## config.mk

```make
export PLATFORM = sky130hd
export DESIGN_NAME = rtos_sequencer
export DESIGN_NICKNAME = d
export VERILOG_FILES = /design/src/pkg/rtos_pkg.sv /design/src/hw/rtos_sequencer.sv
export SDC_FILE = /design/constraint.sdc
export NUM_CORES = 1
export LEC_CHECK = 0
export ABC_AREA = 1
export BUFFER_PORTS_ARGS = -buffer_cell sky130_fd_sc_hd__buf_2
export CAP_MARGIN = 40
export CORE_ASPECT_RATIO = 1.75
export CORE_MARGIN = 2
export CORE_UTILIZATION = 28
export DETAILED_ROUTE_END_ITERATION = 8
export SETUP_SLACK_MARGIN = 0.3
export SLEW_MARGIN = 20
export SYNTH_ARGS = -nofsm -noshare
export SYNTH_HDL_FRONTEND = slang
export SYNTH_SLANG_ARGS = --single-unit
```

## constraint.sdc

```tcl
create_clock -name i_mclk -period 2.2 [get_ports i_mclk]
set_input_delay 0.55 -clock i_mclk [delete_from_list [all_inputs] [get_ports i_mclk]]
set_output_delay 0.55 -clock i_mclk [all_outputs]
set_load 0.01 [all_outputs]
```

## src/pkg/rtos_pkg.sv

```systemverilog
// package: constants and types for the return-to-origin sequencer
package rtos_pkg;

    localparam logic [1:0] RTOS_MODE_TWO = 2'h0;
    localparam logic [1:0] RTOS_MODE_THREE = 2'h1;
    localparam logic [1:0] RTOS_MODE_PUSH = 2'h2;
    localparam logic [1:0] RTOS_MODE_RST = 2'h1;
    localparam logic [19:0] RTOS_SPEED_MIN = 20'h00001;
    localparam logic [19:0] RTOS_SPEED_MAX = 20'hf4240;
    localparam logic [19:0] RTOS_SEEK_SPEED_RST = 20'h003e8;
    localparam logic [19:0] RTOS_START_SPEED_RST = 20'h001f4;
    localparam logic [19:0] RTOS_ACCEL_RST = 20'h003e8;
    localparam logic [19:0] RTOS_APPROACH_LIMIT = 20'h001f4;
    localparam logic [23:0] RTOS_OFFSET_RST = 24'h000000;
    localparam logic RTOS_DIR_RST = 1'b1;
    localparam logic [9:0] RTOS_CURRENT_MAX = 10'h3e8;
    localparam logic [9:0] RTOS_CURRENT_RST = 10'h3e8;
    localparam logic [23:0] RTOS_BACKOFF_STEPS = 24'h0000c8;
    localparam logic [23:0] RTOS_HOME_POS = 24'h000000;

    typedef enum logic [2:0]
    {
        RTOS_IDLE = 3'b000,
        RTOS_SEEK = 3'b001,
        RTOS_ESCAPE = 3'b010,
        RTOS_BACKOFF = 3'b011,
        RTOS_QUALIFY = 3'b100,
        RTOS_OFFSET = 3'b101,
        RTOS_WAIT_REL = 3'b110
    } rtos_state_e;

    // configuration bundle from the host
    typedef struct packed
    {
        logic [1:0] mode;
        logic [19:0] seek_speed;
        logic [19:0] accel;
        logic [19:0] seek_start_speed;
        logic [23:0] offset;
        logic dir;
        logic sensor_input_a_en;
        logic timing_en;
        logic [9:0] push_current;
        logic [23:0] preset_pos;
    } rtos_cfg_s;

    // sensor bundle from the mechanism
    typedef struct packed
    {
        logic origin;
        logic limit_pos;
        logic limit_neg;
        logic stopper;
        logic sensor_input_a;
        logic step_timing_signal;
    } rtos_sens_s;

    // motion command towards the pulse generator
    typedef struct packed
    {
        logic run;
        logic dir;
        logic [19:0] speed;
        logic [19:0] accel;
        logic [9:0] current;
        logic current_override;
    } rtos_motion_s;

    typedef struct packed
    {
        rtos_state_e state;
        logic [5:0] sens_s1;
        logic [5:0] sens_s2;
        logic req_s1;
        logic req_s2;
        logic [23:0] steps;
        logic [23:0] cmd_pos;
        logic seek_dir;
        logic ready;
        logic complete;
        logic busy;
        rtos_motion_s motion;
    } rtos_st_s;

endpackage

```

## src/hw/rtos_sequencer.sv

```systemverilog
// return-to-origin sequencer: seeks home, backs off, offsets, presets position
`timescale 1ns/100ps
module rtos_sequencer
(
    input wire logic i_mclk,
    input wire logic i_rstn,
    input wire logic i_seek_req,
    input wire logic i_preset_req,
    input wire logic i_step,
    input wire rtos_pkg::rtos_cfg_s i_cfg,
    input wire rtos_pkg::rtos_sens_s i_sens,
    output logic o_ready,
    output logic o_seek_complete,
    output logic o_busy,
    output logic [23:0] o_cmd_pos,
    output rtos_pkg::rtos_motion_s o_motion
);

    // --------------------------------------------------------
    // state
    // --------------------------------------------------------
    rtos_pkg::rtos_st_s st_reg;
    rtos_pkg::rtos_st_s st_next;
    rtos_pkg::rtos_sens_s sens;
    logic limit_hit;
    logic qual_en;
    logic qual_ok;
    logic [19:0] approach_speed;
    logic [19:0] seek_speed;
    logic [19:0] start_speed;
    logic [19:0] accel;
    logic [9:0] push_current;
    logic [23:0] offset_mag;

    // --------------------------------------------------------
    // parameter clamps and derived values
    // --------------------------------------------------------
    always_comb
    begin
        sens = st_reg.sens_s2;
        seek_speed = i_cfg.seek_speed;
        if (seek_speed < rtos_pkg::RTOS_SPEED_MIN)
        begin
            seek_speed = rtos_pkg::RTOS_SPEED_MIN;
        end
        else if (seek_speed > rtos_pkg::RTOS_SPEED_MAX)
        begin
            seek_speed = rtos_pkg::RTOS_SPEED_MAX;
        end
        start_speed = i_cfg.seek_start_speed;
        if (start_speed < rtos_pkg::RTOS_SPEED_MIN)
        begin
            start_speed = rtos_pkg::RTOS_SPEED_MIN;
        end
        else if (start_speed > rtos_pkg::RTOS_SPEED_MAX)
        begin
            start_speed = rtos_pkg::RTOS_SPEED_MAX;
        end
        accel = i_cfg.accel;
        if (accel < rtos_pkg::RTOS_SPEED_MIN)
        begin
            accel = rtos_pkg::RTOS_SPEED_MIN;
        end
        else if (accel > rtos_pkg::RTOS_SPEED_MAX)
        begin
            accel = rtos_pkg::RTOS_SPEED_MAX;
        end
        push_current = i_cfg.push_current;
        if (push_current > rtos_pkg::RTOS_CURRENT_MAX)
        begin
            push_current = rtos_pkg::RTOS_CURRENT_MAX;
        end
        // final approach speed
        approach_speed = (start_speed < rtos_pkg::RTOS_APPROACH_LIMIT) ? start_speed
            : rtos_pkg::RTOS_APPROACH_LIMIT;
        limit_hit = st_reg.seek_dir ? sens.limit_pos : sens.limit_neg;
        qual_en = i_cfg.sensor_input_a_en | i_cfg.timing_en;
        // every enabled qualifier must be active
        qual_ok = (~i_cfg.sensor_input_a_en | sens.sensor_input_a)
            & (~i_cfg.timing_en | sens.step_timing_signal);
        offset_mag = i_cfg.offset[23] ? 24'(~i_cfg.offset + 24'h000001) : i_cfg.offset;
    end

    // --------------------------------------------------------
    // sequencer
    // --------------------------------------------------------
    always_comb
    begin
        st_next = st_reg;
        st_next.sens_s1 = i_sens;
        st_next.sens_s2 = st_reg.sens_s1;
        st_next.req_s1 = i_seek_req;
        st_next.req_s2 = st_reg.req_s1;
        st_next.motion.accel = accel;
        st_next.motion.current = push_current;
        case (st_reg.state)
            rtos_pkg::RTOS_IDLE:
            begin
                st_next.motion.run = 1'b0;
                st_next.motion.current_override = 1'b0;
                st_next.busy = 1'b0;
                if (st_reg.req_s2 && st_reg.ready)
                begin
                    st_next.ready = 1'b0;
                    st_next.complete = 1'b0;
                    st_next.busy = 1'b1;
                    st_next.seek_dir = i_cfg.dir;
                    st_next.motion.run = 1'b1;
                    st_next.motion.dir = i_cfg.dir;
                    st_next.state = rtos_pkg::RTOS_SEEK;
                    case (i_cfg.mode)
                        rtos_pkg::RTOS_MODE_THREE:
                        begin
                            st_next.motion.speed = seek_speed;
                        end
                        rtos_pkg::RTOS_MODE_PUSH:
                        begin
                            st_next.motion.speed = start_speed;
                            st_next.motion.current_override = 1'b1;
                        end
                        default:
                        begin
                            st_next.motion.speed = start_speed;
                        end
                    endcase
                end
                else if (i_preset_req && st_reg.ready)
                begin
                    st_next.cmd_pos = i_cfg.preset_pos;
                end
            end
            rtos_pkg::RTOS_SEEK:
            begin
                if (i_cfg.mode == rtos_pkg::RTOS_MODE_THREE)
                begin
                    if (limit_hit)
                    begin
                        // limit met before origin: turn round and keep seeking
                        st_next.seek_dir = ~st_reg.seek_dir;
                        st_next.motion.dir = ~st_reg.seek_dir;
                    end
                    else if (sens.origin)
                    begin
                        if (qual_en)
                        begin
                            st_next.motion.speed = approach_speed;
                            st_next.state = rtos_pkg::RTOS_QUALIFY;
                        end
                        else
                        begin
                            st_next.motion.run = 1'b0;
                            st_next.cmd_pos = rtos_pkg::RTOS_HOME_POS;
                            st_next.state = rtos_pkg::RTOS_OFFSET;
                            st_next.steps = '0;
                        end
                    end
                end
                else if ((i_cfg.mode == rtos_pkg::RTOS_MODE_PUSH) ? sens.stopper : limit_hit)
                begin
                    st_next.motion.dir = ~st_reg.motion.dir;
                    st_next.motion.speed = approach_speed;
                    st_next.steps = '0;
                    st_next.state = (i_cfg.mode == rtos_pkg::RTOS_MODE_PUSH)
                        ? rtos_pkg::RTOS_BACKOFF : rtos_pkg::RTOS_ESCAPE;
                end
            end
            rtos_pkg::RTOS_ESCAPE:
            begin
                if (!(sens.limit_pos | sens.limit_neg))
                begin
                    st_next.state = rtos_pkg::RTOS_BACKOFF;
                end
            end
            rtos_pkg::RTOS_BACKOFF:
            begin
                st_next.motion.current_override = 1'b0;
                if (i_step)
                begin
                    st_next.steps = 24'(st_reg.steps + 24'h000001);
                end
                if (st_reg.steps >= rtos_pkg::RTOS_BACKOFF_STEPS)
                begin
                    st_next.steps = '0;
                    if (qual_en && i_cfg.mode == rtos_pkg::RTOS_MODE_TWO)
                    begin
                        st_next.state = rtos_pkg::RTOS_QUALIFY;
                    end
                    else
                    begin
                        st_next.motion.run = 1'b0;
                        st_next.cmd_pos = rtos_pkg::RTOS_HOME_POS;
                        st_next.state = rtos_pkg::RTOS_OFFSET;
                    end
                end
            end
            rtos_pkg::RTOS_QUALIFY:
            begin
                if (qual_ok && (i_cfg.mode != rtos_pkg::RTOS_MODE_THREE || sens.origin))
                begin
                    st_next.motion.run = 1'b0;
                    st_next.cmd_pos = rtos_pkg::RTOS_HOME_POS;
                    st_next.steps = '0;
                    st_next.state = rtos_pkg::RTOS_OFFSET;
                end
            end
            rtos_pkg::RTOS_OFFSET:
            begin
                st_next.motion.dir = ~i_cfg.offset[23];
                st_next.motion.speed = seek_speed;
                st_next.motion.run = (st_reg.steps != offset_mag);
                if (i_step && st_reg.motion.run)
                begin
                    st_next.steps = 24'(st_reg.steps + 24'h000001);
                end
                if (st_reg.steps == offset_mag)
                begin
                    st_next.motion.run = 1'b0;
                    st_next.cmd_pos = rtos_pkg::RTOS_HOME_POS;
                    st_next.complete = 1'b1;
                    st_next.state = rtos_pkg::RTOS_WAIT_REL;
                end
            end
            rtos_pkg::RTOS_WAIT_REL:
            begin
                st_next.busy = 1'b0;
                if (!st_reg.req_s2)
                begin
                    st_next.ready = 1'b1;
                    st_next.state = rtos_pkg::RTOS_IDLE;
                end
            end
            default:
            begin
                st_next.state = rtos_pkg::RTOS_IDLE;
            end
        endcase
    end

    // --------------------------------------------------------
    // registers
    // --------------------------------------------------------
    always_ff @(posedge i_mclk)
    begin
        if (!i_rstn)
        begin
            st_reg <= '0;
            st_reg.state <= rtos_pkg::RTOS_IDLE;
            st_reg.ready <= 1'b1;
            st_reg.seek_dir <= rtos_pkg::RTOS_DIR_RST;
            st_reg.motion.dir <= rtos_pkg::RTOS_DIR_RST;
            st_reg.motion.speed <= rtos_pkg::RTOS_SEEK_SPEED_RST;
            st_reg.motion.accel <= rtos_pkg::RTOS_ACCEL_RST;
            st_reg.motion.current <= rtos_pkg::RTOS_CURRENT_RST;
        end
        else
        begin
            st_reg <= st_next;
        end
    end

    assign o_ready = st_reg.ready;
    assign o_seek_complete = st_reg.complete;
    assign o_busy = st_reg.busy;
    assign o_cmd_pos = st_reg.cmd_pos;
    assign o_motion = st_reg.motion;

endmodule

```

==> results.tsv <==
stage	metric	value	unit
setup_path	Setup CP Type	primary input to flip-flop	
clocking	CTS Sinks	122	
routing	antenna viol nets, final	0	
placement	DP Area	0.009638	mm²
placement	RePlAce Congestion	0.9425	
timing	Tmin final	2.005	ns
layout	Area growth syn-to-layout	46.29	%
layout	share of cells above drive strength 1	39.91	%
layout	multi-input logic area	0.004677	mm²
placement	I/O Buffers	213	
logic_synthesis	Post-synth top cells	nand2_1 (261), inv_1 (180), nor2_1 (169), dfxtp_1 (122), nand3_1 (81)	
routing	vias	8560	
setup_path	Worst EP arrival	2.31	ns
routing	met1 WL	8957	µm
logic_synthesis	ys flop type	dfxtp_1	
layout	fillcell total	2835	
logic_synthesis	number of synthesized flops with an enable pin	0	
routing	Top Layer Used	met5	
timing	final number of max-transition violations	0	
pwr	power per cell area	943.5	mW/mm²
logic_synthesis	synthesized area	0.007790	mm²
timing	Setup WS post-layout	0.1946	ns
timing	Worst Tran Pin Value	0.5185	ns
clocking	clk slew on worst S/H paths	0.06	ns
logic_synthesis	most frequent cell after synthesis	nand2_1	
logic_synthesis	asr flop ratio synth	0	%
layout	Nets	1645	
logic_synthesis	Syn Nets	1369	
logic_synthesis	cells after synthesis	1232	
timing	setup TNS	0	ns
routing	drc violations	0	
logic_synthesis	Avg Cell Area, Syn	6.323	µm²
die	Die X	130.1	µm
routing	Avg WL per Cell	13.92	µm
timing	RSZ-0062 raised after global routing	true	
clocking	Post-CTS Hold Buffers	0	
timing	final count of negative-setup-slack endpoints	0	
setup_path	Max FO, Critical Path	7	
die	core area	0.02733	mm²
pwr	total power	10.75	mW
pwr	leakage	5.723	nW
routing	met3 routed WL	1135	µm
logic_synthesis	yosys warns	0	
routing	vias per inst	4.520	
die	site row count	80	
routing	Post-Route WL	26370	µm
pwr	Peak VDD IR	644.7	µV
global_route	largest net degree at the start of global routing	46	
global_route	first-pass GRT wire length	40300	µm
flow_run	MaxCap Viol Count	0	
global_route	vias in the first global route	8485	
die	DIE AREA	0.02922	mm²
logic_synthesis	synth unique cells	46	
layout	fin area	0.01140	mm²
setup_path	crit path launch type	primary input	
timing	maximum clock rate	498.6	MHz
die	IO Pins	214	
placement	dpl cells	1829	
routing	met2 wire length	15070	µm
timing	Fin. Hold Viols	0	
global_route	gr usage total	17.64	%
run_status	outcome	completed	
logic_synthesis	post-synthesis sequential area ratio	31.35	%
clocking	clk buf depth	2	
layout	max reg flops	53	
die	Starting Density	28.51	%
logic_synthesis	synth top area cells	dfxtp_1 (31%), nand2_1 (13%), inv_1 (8.7%)	
min_path	Min-Delay Path Class	primary input to flip-flop	
clocking	Clock H-tree levels	4	
timing	period utilization	91.16	%
routing	DR pass1 iterations	4	
clocking	clock buffer count from CTS	17	
layout	final core occ	41.70	%
setup_path	Required @ worst endpoint	2.51	ns
timing	Clock Skew	0.01307	ns
timing	Slew HR	65.44	%
clocking	worst skew pair latency	0.42	ns
die	Chip Height	224.7	µm
clocking	TritonCTS clock tree	done	
logic_synthesis	post-synth top area share	31.35	%
layout	final cell count without fillers	1894	
clocking	root buffer cell	clkbuf_16	
routing	1st-iter DRT viols	308	
global_route	initial antenna violation count	7	
logic_synthesis	post-synthesis cell type with the largest combined area	dfxtp_1	
setup_path	Crit. End Element	flip-flop	
placement	Detail Placement HPWL	20320	µm
global_route	grt total ovfl	0	
layout	sequential cell area	0.002474	mm²
logic_synthesis	Seq cells post-synth	122	
timing	Worst Hold Slack	0.3061	ns
placement	Place WS	-0.4786	ns
[metal layers]
layer	track usage (%)	up-vias
li1	-	4374
met1	16.17	3928
met2	33.93	194
met3	3.949	60
met4	11.03	4
met5	0	-
[placed cells by master, fill, tap and decap left out, drive strengths merged, types with 6 or more instances in the layout]
master  instances
buf           367
nand2         271
inv           190
nor2          180
dfxtp         122
nand3          82
o21ai          73
a21oi          63
clkbuf         21
nor3           20
xor2           18
nand4          17
a31oi          14
nor4           13
nand3b         10
or2            10
xnor2           8
o211ai          8
clkinv          6
[final cells by class]
cell class | count | area share, %
clock inverters | 12 | 0.9991
multi-input cells | 810 | 41.04
flip-flops and latches | 122 | 21.71
repair buffers | 368 | 21.51
well taps | 369 | 4.051
clock buffers | 20 | 4.095
diodes | 4 | 0.08784
inverters | 189 | 6.511
[report_power, final]
part	switching, mW	internal [mW]
Clock	1.09	1.65
Sequential	0.259	2.66
Combinational	2.88	2.21
[worst max-delay path, cell delays in order]
cell and delay (ns):
buf_12 0.11, inv_12 0.04, ha_4 0.15, nand2_4 0.07, nor2_4 0.11, nand2_2 0.09
nand2_4 0.09, nand2_2 0.06, nand2_2 0.07, nand3_2 0.05, nor2_1 0.10, nand2_1 0.07
nor2_2 0.15, nand2_2 0.11, nand2_8 0.15, buf_8 0.16, nand3_2 0.06, nand2_1 0.06
nor2_1 0.04
[final timing paths]
check,startpoint,to,slack (ns),depth (start not counted)
setup / recovery,i_cfg[38],o_cmd_pos[8],0.19,19
hold / removal,i_sens[2],st_next[109],0.31,3
setup reg to reg,st_reg[98],o_cmd_pos[7],0.21,12
hold reg to reg,st_next[112],sens[5],0.41,2
[repair_timing]
| action | 4_1_cts | 5_1_grt |
|---|---|---|
| endpoints found under the setup margin | 71 | 72 |
| pin swaps | 38 | 54 |
| gates cloned | 3 | 1 |
| setup buffers | 17 | 8 |
| resized for setup | 107 | 156 |
[kinds of logic (layout without fill, tap and decap cells)]
kind of cell / after synthesis / in the layout / share of synthesized area [%]
AO/OA/AOI/OAI: 173 / 173 / 12.24
flip-flops: 122 / 122 / 31.35
AND/OR/NAND/NOR: 606 / 608 / 34.21
XOR/XNOR: 26 / 26 / 2.923
buffers and inverters: 302 / 589 / 18.79
other: 0 / 4 / 0
adder cells (fa/ha/maj): 3 / 3 / 0.4819
No activity file was read; power rests on OpenSTA's default activity.
